[src/common/ltr_pkg.sv]
// package: offsets, fields, reset values and types of the link tuning regs
package ltr_pkg;

  // ==========================================================================
  // register map (byte addresses)
  localparam logic [7:0] ADDR_ID_STD   = 8'h2C;
  localparam logic [7:0] ADDR_TUNING   = 8'hF4;
  localparam logic [7:0] ADDR_ID_ALIAS = 8'hF8;

  // ==========================================================================
  // tuning register fields
  localparam int THR_LSB      = 12;
  localparam int MUSIC_BIT    = 9;
  localparam int VIDEO_BIT    = 8;
  localparam int PRIO_BIT     = 7;
  localparam int IDLE_BIT     = 2;
  localparam int SPEED_BIT    = 1;
  localparam logic [31:0] TUNING_RW_MASK = 32'h0000_3386;
  localparam logic [31:0] TUNING_RESET   = 32'h0000_1000;
  localparam logic [31:0] ID_RESET       = 32'h0000_0000;

  // ==========================================================================
  // threshold codes and stream format codes
  localparam logic [1:0] THR_2K    = 2'h0;
  localparam logic [1:0] THR_1K7   = 2'h1;
  localparam logic [1:0] THR_1K    = 2'h2;
  localparam logic [1:0] THR_512   = 2'h3;
  localparam logic [7:0] FMT_MUSIC = 8'h10;
  localparam logic [7:0] FMT_VIDEO = 8'h00;

  // ==========================================================================
  // effective controls handed to the link datapath
  typedef struct packed {
    logic [1:0] tx_fifo_threshold_sel;
    logic       music_stamp_fix;
    logic       video_stamp_fix;
    logic       priority_request;
    logic       idle_insertion;
    logic       speedup_features;
  } ltr_ctl_s;

  typedef struct packed {
    logic       valid;
    logic [7:0] addr;
    logic [31:0] data;
  } ltr_load_s;

endpackage : ltr_pkg

[src/design/ltr_regs.sv]
// link tuning control and subsystem identity registers
`timescale 1ns/1ps
// Summary of operation
// - reserved tuning bits 31-14, 11-10, 6, 5-3 and 0 read as zero.
// - bits 13-12 pick the initial transmit FIFO threshold until underrun.
// - threshold codes 00 2K, 01 1.7K reset, 10 1K, 11 512 bytes.
// - a retried packet after underrun uses the 2K store-and-forward threshold.
// - bit 9 enables music stamp fix for streams with format 10h.
// - bit 8 enables video stamp fix for streams with format 00h.
// - bit 7 enables asynchronous priority arbitration requests.
// - bit 2 enables idle insertion in the transmit logic.
// - bit 1 enables the link speedup features.
// - bit 6 stays reserved and read-only.
// - identity register at F8h is aliased at 2Ch, reading back the same.
// - identity bits 31-16 device code, 15-0 vendor code, both writable.
// - tuning enables act only while the phy tuning master enable is set.
// - registers load from software writes or a serial ROM load port.
module ltr_regs (
  input  wire logic                i_mclk,
  input  wire logic                i_nrst,
  input  wire logic [7:0]          i_addr,
  input  wire logic [31:0]         i_wdata,
  input  wire logic                i_wr,
  input  wire logic                i_rd,
  input  wire ltr_pkg::ltr_load_s  i_load,
  input  wire logic                i_phy_tuning_master_en,
  input  wire logic                i_tx_retry,
  input  wire logic [7:0]          i_tx_fmt,
  output logic [31:0]              o_rdata,
  output ltr_pkg::ltr_ctl_s        o_ctl,
  output logic                     o_music_fix_now,
  output logic                     o_video_fix_now,
  output logic                     o_tx_threshold_eff_2k
);

  // ==========================================================================
  // pin synchronisers: master enable comes from another register block
  logic phy_en_s1;
  logic phy_en;

  always_ff @(posedge i_mclk or negedge i_nrst) begin
    if (!i_nrst) begin
      phy_en_s1 <= 1'b0;
      phy_en    <= 1'b0;
    end else begin
      phy_en_s1 <= i_phy_tuning_master_en;
      phy_en    <= phy_en_s1;
    end
  end

  // ==========================================================================
  // storage
  logic [31:0] tuning;
  logic [31:0] ident;
  logic        wr_tuning;
  logic        wr_ident;
  logic [31:0] wsrc;

  // rom load shares the write path; software wins if both arrive at once
  always_comb begin
    wsrc      = i_wdata;
    wr_tuning = 1'b0;
    wr_ident  = 1'b0;
    if (i_wr) begin
      wr_tuning = (i_addr == ltr_pkg::ADDR_TUNING);
      wr_ident  = (i_addr == ltr_pkg::ADDR_ID_ALIAS) ||
                  (i_addr == ltr_pkg::ADDR_ID_STD);
    end else if (i_load.valid) begin
      wsrc      = i_load.data;
      wr_tuning = (i_load.addr == ltr_pkg::ADDR_TUNING);
      wr_ident  = (i_load.addr == ltr_pkg::ADDR_ID_ALIAS);
    end
  end

  always_ff @(posedge i_mclk or negedge i_nrst) begin
    if (!i_nrst) begin
      tuning <= ltr_pkg::TUNING_RESET;
    end else if (wr_tuning) begin
      // only writable bits stored; reserved stay zero
      tuning <= wsrc & ltr_pkg::TUNING_RW_MASK;
    end
  end

  always_ff @(posedge i_mclk or negedge i_nrst) begin
    if (!i_nrst) begin
      ident <= ltr_pkg::ID_RESET;
    end else if (wr_ident) begin
      ident <= wsrc;
    end
  end

  // ==========================================================================
  // read port: data the cycle after the strobe, zero elsewhere
  always_ff @(posedge i_mclk or negedge i_nrst) begin
    if (!i_nrst) begin
      o_rdata <= 32'h0000_0000;
    end else if (i_rd) begin
      case (i_addr)
        ltr_pkg::ADDR_TUNING:   o_rdata <= tuning;
        ltr_pkg::ADDR_ID_ALIAS: o_rdata <= ident;
        ltr_pkg::ADDR_ID_STD:   o_rdata <= ident;
        default:                o_rdata <= 32'h0000_0000;
      endcase
    end else begin
      o_rdata <= 32'h0000_0000;
    end
  end

  // ==========================================================================
  // effective controls
  // retry is a level from the transmit side; no latch, so the forced
  // store-and-forward threshold drops the cycle after the retry ends
  always_ff @(posedge i_mclk or negedge i_nrst) begin
    if (!i_nrst) begin
      o_ctl <= '0;
    end else begin
      o_ctl.tx_fifo_threshold_sel <= i_tx_retry ? ltr_pkg::THR_2K :
        tuning[ltr_pkg::THR_LSB +: 2];
      o_ctl.music_stamp_fix  <= phy_en & tuning[ltr_pkg::MUSIC_BIT];
      o_ctl.video_stamp_fix  <= phy_en & tuning[ltr_pkg::VIDEO_BIT];
      o_ctl.priority_request <= phy_en & tuning[ltr_pkg::PRIO_BIT];
      o_ctl.idle_insertion   <= phy_en & tuning[ltr_pkg::IDLE_BIT];
      o_ctl.speedup_features <= phy_en & tuning[ltr_pkg::SPEED_BIT];
    end
  end

  always_ff @(posedge i_mclk or negedge i_nrst) begin
    if (!i_nrst) begin
      o_music_fix_now       <= 1'b0;
      o_video_fix_now       <= 1'b0;
      o_tx_threshold_eff_2k <= 1'b0;
    end else begin
      o_music_fix_now <= phy_en & tuning[ltr_pkg::MUSIC_BIT] &
                         (i_tx_fmt == ltr_pkg::FMT_MUSIC);
      o_video_fix_now <= phy_en & tuning[ltr_pkg::VIDEO_BIT] &
                         (i_tx_fmt == ltr_pkg::FMT_VIDEO);
      o_tx_threshold_eff_2k <= i_tx_retry |
        (tuning[ltr_pkg::THR_LSB +: 2] == ltr_pkg::THR_2K);
    end
  end
endmodule : ltr_regs

[config.mk]
export PLATFORM = sky130hd
export DESIGN_NAME = ltr_regs
export DESIGN_NICKNAME = d
export VERILOG_FILES = /design/src/common/ltr_pkg.sv /design/src/design/ltr_regs.sv
export SDC_FILE = /design/constraint.sdc
export NUM_CORES = 1
export LEC_CHECK = 0
export BUFFER_PORTS_ARGS = -buffer_cell sky130_fd_sc_hd__buf_2
export CORE_ASPECT_RATIO = 1.75
export CORE_MARGIN = 5
export CORE_UTILIZATION = 48
export DETAILED_ROUTE_END_ITERATION = 8
export PLACE_DENSITY = 0.81
export SLEW_MARGIN = 0
export SYNTH_ARGS = -nofsm -noshare
export SYNTH_HDL_FRONTEND = slang
export SYNTH_SLANG_ARGS = --single-unit
[constraint.sdc]
create_clock -name i_mclk -period 1.1 [get_ports i_mclk]
set_clock_uncertainty 0.1 [all_clocks]
set_input_delay 0.33 -clock i_mclk [delete_from_list [all_inputs] [get_ports i_mclk]]
set_output_delay 0.33 -clock i_mclk [all_outputs]
set_load 0.01 [all_outputs]
# Word level (Yosys, flattened, before mapping)
# Cells that the tools add are included.
# Widths: inputs -> output; s select.
# totals
in_bits	95
output_inout_bits	42
reg_bits	83
ramBits	0
wordCells	41
latchBits	0
n_memories	0
mem_bits_ro	0
# classes
bitwise_logic	8
shift	0
mul	0
order_cmp	0
n_reduce_logical	4
n_mux	9
n_eq_ne	6
div	0
add_sub_neg	0
# ops
op	count
$mux 32	3
$pmux 32 s2	1
$eq 8x8->1 const B	4
$eq 8x5->1 const B	1
$eq 8x6->1 const B	1
$logic_not 8->1	1
$and 1x1->1	7
$mux 1	4
$logic_not 2->1	1
$mux 2	1
$reduce_or 2->1	1
$logic_or 1x1->1	1
$or 1x1->1	1

# Longest topological paths before layout
# depth
depth_word	4
ltp_mapped	6
depth_no_buf	4

# Worst setup path before layout
# OpenSTA, ideal clock, no wires.
# synth_path
path_type	input to register
from	in i_addr[4]
to	reg ident[21]
path_buffers	1
stages	5
path_slack_ns	-0.801
t_arrival_ns	1.677
t_required_ns	0.875
setup_time_ns	0.125
cell_sequence	nand2b_1 > o32a_1 > o32ai_4 > buf_6 > mux2_2
# synth_between
elab_chain_len	3
elab_cells_between_ends	4
classes_between	2 x eq/ne; 1 x mux; 1 x reduce/logical
# synth_lines
element	line_no	text
start: declaration	ltr_regs.sv:21	input wire logic [7:0] i_addr,
$eq 8x8->1 / $eq 8x6->1 (equally long branches)	ltr_regs.sv:66, ltr_regs.sv:67	
$logic_or 1x1->1 *	ltr_regs.sv:66	wr_ident = (i_addr == ltr_pkg::ADDR_ID_ALIAS) ||
$mux 1 *	ltr_regs.sv:64	if (i_wr) begin
end signal: assignment	ltr_regs.sv:86	ident <= ltr_pkg::ID_RESET;
end signal: assignment	ltr_regs.sv:88	ident <= wsrc;
end: declaration	ltr_regs.sv:54	logic [31:0] ident;
# Every way passes the cells marked *; elsewhere a longest branch is shown, timed or not.
# A chain may end at the register's enable or synchronous reset.

# Final worst setup path
# layout_path
from	in i_addr[1]
to	reg ident[13]
# Same word-level chain as after synthesis.

==> impl_metrics.csv <==
group,metric,value,unit
outcome,violations,"negative setup slack",
logic_synthesis,synthesis.area,0.00341,mm2
setup_path,worst_r2r_endpoint,"o_tx_threshold_eff_2k",
placed_design,place_hpwl,5.78,mm
pwr,power_frac_seq,0.467,
logic_synthesis,synth_seq_cells,83,
setup_path,reg2reg_slack,0.11,ns
final_layout,fillers,456,
global_routing,grt_pass1_vias,2652,
logic_synthesis,synth-edff-count,0,
timing,timing.final.ws_setup,-0.584,ns
cts,cts.sinks,83,
final_layout,fin_cells,485,
logic_synthesis,yosysTopAreaCell,"dfrtp_1",
floorplan,start_util,0.493,
detailed_routing,drt_iter0_drc,122,
final_layout,synthToLayoutAreaGrowth,48.3,%
detailed_routing,drc,0,
pwr,totalPowerFinal,7.10,mW
placed_design,place_worst_setup_slack,-0.937,ns
global_routing,track_usage,0.192,
timing,drv_slew,0,
setup_path,crit_start,"i_addr[1]",
global_routing,grt_overflow,0,
setup_path,crit_path_start_kind,"input port",
setup_path,crit_type,"input port to register",
floorplan,die-width,73.7,um
logic_synthesis,synth_async_sr_flop_share,1.00,
floorplan,io_pins,137,
logic_synthesis,synth_area_leaders,"dfrtp_1 60%, mux2_2 22%, and2_1 5.5%",
outcome,outcome,"finished with violations",
placed_design,numPortBuffers,136,
logic_synthesis,syn_nets,324,
pwr,power.switching,1.48,mW
timing,rsz0062_at_grt,"true",
logic_synthesis,syn_avg_cell_area,14.9,um2
timing,max_slew.worst_pin.slew,0.370,ns
setup_path,rr_worst_depth,2,
timing,timing.setup.tns,-43.55,ns
cts,cts.clk_slew.worst_paths,0.05,ns
detailed_routing,met2_length,4.76,mm
detailed_routing,wl_met1,2.74,mm
final_layout,design_area,0.00505,mm2
floorplan,rows,40,
floorplan,core,0.00691,mm2
final_layout,layout_common_cells,"126 x buf_2, 82 x dfrtp_1, 48 x mux2_2",
setup_path,cp_cell_sequence,"buf_6 -> or3b_4 -> o32ai_4 -> buf_12 -> mux2_2",
pwr,internal_power,5.62,mW
timing,holdWs,0.0795,ns
detailed_routing,via_per_inst,5.11,
setup_path,crit_path_max_fanout,17,
timing,timing.fmax,0.594,GHz
floorplan,die_y,121,um
setup_path,r2r_start,"tuning[12]",
worst_hold_path,hold_path.class,"input port to register",
timing,max_slew_margin,0.753,
pwr,power_density,1410,mW/mm2
cts,cts_buffer_depth,2,
cts,clkLatencyLatePin,0.33,ns
final_layout,final_util,0.731,
logic_synthesis,ys.flop_type,"dfrtp_1",
detailed_routing,firstDrtPassIters,4,
floorplan,die_area,0.00895,mm2
detailed_routing,highest_layer,"met4",
logic_synthesis,synth.distinct_cells,25,
detailed_routing,met3_length,524,um
final_layout,antenna_cells,0,
detailed_routing,num_vias,2478,
final_layout,fin_nets,491,
detailed_routing,wirelength,8.21,mm
cts,cts_tree,"built",
logic_synthesis,synth_warnings,0,
timing,setup_viol_count_final,113,
detailed_routing,postRouteAntennaNets,0,
pwr,combPwrFrac,0.104,
final_layout,final_common_cell,"buf_2",
pwr,switching_share,0.209,
detailed_routing,wire_per_inst,16.9,um
logic_synthesis,synth_top_area_share,0.602,
setup_path,crit_required,1.21,ns
pwr,irDropWorstVdd,1.32,mV
setup_path,critPathCapture,"ident[13]",
cts,clockRootBuffer,"clkbuf_16",
cts,cts-buffers-inserted,9,
cts,h-tree-depth,3,
placed_design,placed_area,0.00436,mm2
global_routing,grt_pass1_wl,12.8,mm
logic_synthesis,syn_inst,229,
pwr,leakagePower,2.64,nW
placed_design,place_congestion,0.775,
setup_path,end_kind,"register",
global_routing,antenna_found_initial,0,
setup_path,critPathSlowestCell,"or3b_4",
logic_synthesis,ys_seq_area_frac,0.610,
placed_design,numPlacedInstances,456,
timing,period_minus_slack,1.68,ns
timing,hold_viol_final,0,
pwr,p_clk_frac,0.429,
final_layout,drive_gt1_frac,0.666,
global_routing,grt_max_degree,36,
timing,min_period_over_period,1.53,
setup_path,slowest_delay,0.43,ns
setup_path,worstPathArrival,1.79,ns
job,max-cap-violations,0,
## what timing repair did
action,CTS,global route
buffers inserted,6,2
pin swaps,8,3
hold endpoints to repair,83,0
hold buffers,2,0
cloned,3,0
endpoints found under the setup margin,113,113
gates resized for setup,32,19
## sequential cells by signal, indices dropped and copies added (netlist names)
name                   flops
phy_en                     1
o_ctl                      7
o_video_fix_now            1
o_rdata                   32
ident                     32
phy_en_s1                  1
o_music_fix_now            1
tuning                     7
o_tx_threshold_eff_2k      1
## power by group through the flow
stage,sequential (mW),clock (mW),combinational [mW]
4_1_cts,3.32,3.11,0.709
3_5_place_dp,3.37,0,0.657
3_3_place_gp,3.35,0,0.627
6_report,3.32,3.04,0.738
5_1_grt,3.34,3.26,0.806
2_1_floorplan,3.34,0,0.302
## worst min-delay path by stage
stage / startpoint / endpoint / slack (ns) / cells past startpoint
floorplan: i_nrst / ident[0] / -0.07 / 0
global placement: i_nrst / phy_en_s1 / 0.04 / 1
detailed placement: i_nrst / phy_en_s1 / 0.04 / 1
CTS: i_tx_retry / o_ctl[6] / 0.06 / 2
global route: i_tx_fmt[4] / o_video_fix_now / 0.06 / 2
finish: i_tx_fmt[4] / o_video_fix_now / 0.08 / 2
## final cells by class
class	instances	area (um2)	area share
sequential	83	2080	0.411
tap	84	105	0.0208
clock buffer	12	267	0.0528
multi-input combinational	135	1420	0.282
timing repair buffer	167	1130	0.224
clock inverter	4	47.5	0.00941
## cells in the mapped netlist (all sizes together), types with 3 or more instances
library cell / count
dfrtp: 82
mux2: 71
and2: 30
a32o: 7
clkbuf: 7
nand2: 5
buf: 4
nand2b: 3
nor2b: 3
## worst max-delay path: cells and delay by family
kind | cells | cell delay (ns)
buffers and inverters | 2 | 0.30
and+or+nand+nor | 1 | 0.43
AOI/OAI and AO/OA | 1 | 0.38
muxes | 1 | 0.35
## logic make-up (layout without fill, tap and decap cells)
logic type,after synthesis,count (layout),synth area share
compound gates,10,10,0.0360
buf+inv,11,183,0.0187
flops,83,83,0.610
mux,71,71,0.235
simple gates,54,54,0.101
## per-layer routing
| metal | global-route usage | up-vias |
|---|---|---|
| met5 | 0 | - |
| met4 | 0.0862 | 0 |
| met3 | 0.0473 | 12 |
| met2 | 0.340 | 87 |
| met1 | 0.208 | 1233 |
| li1 | - | 1146 |
Note: power is estimated with default switching activity, not from simulation.
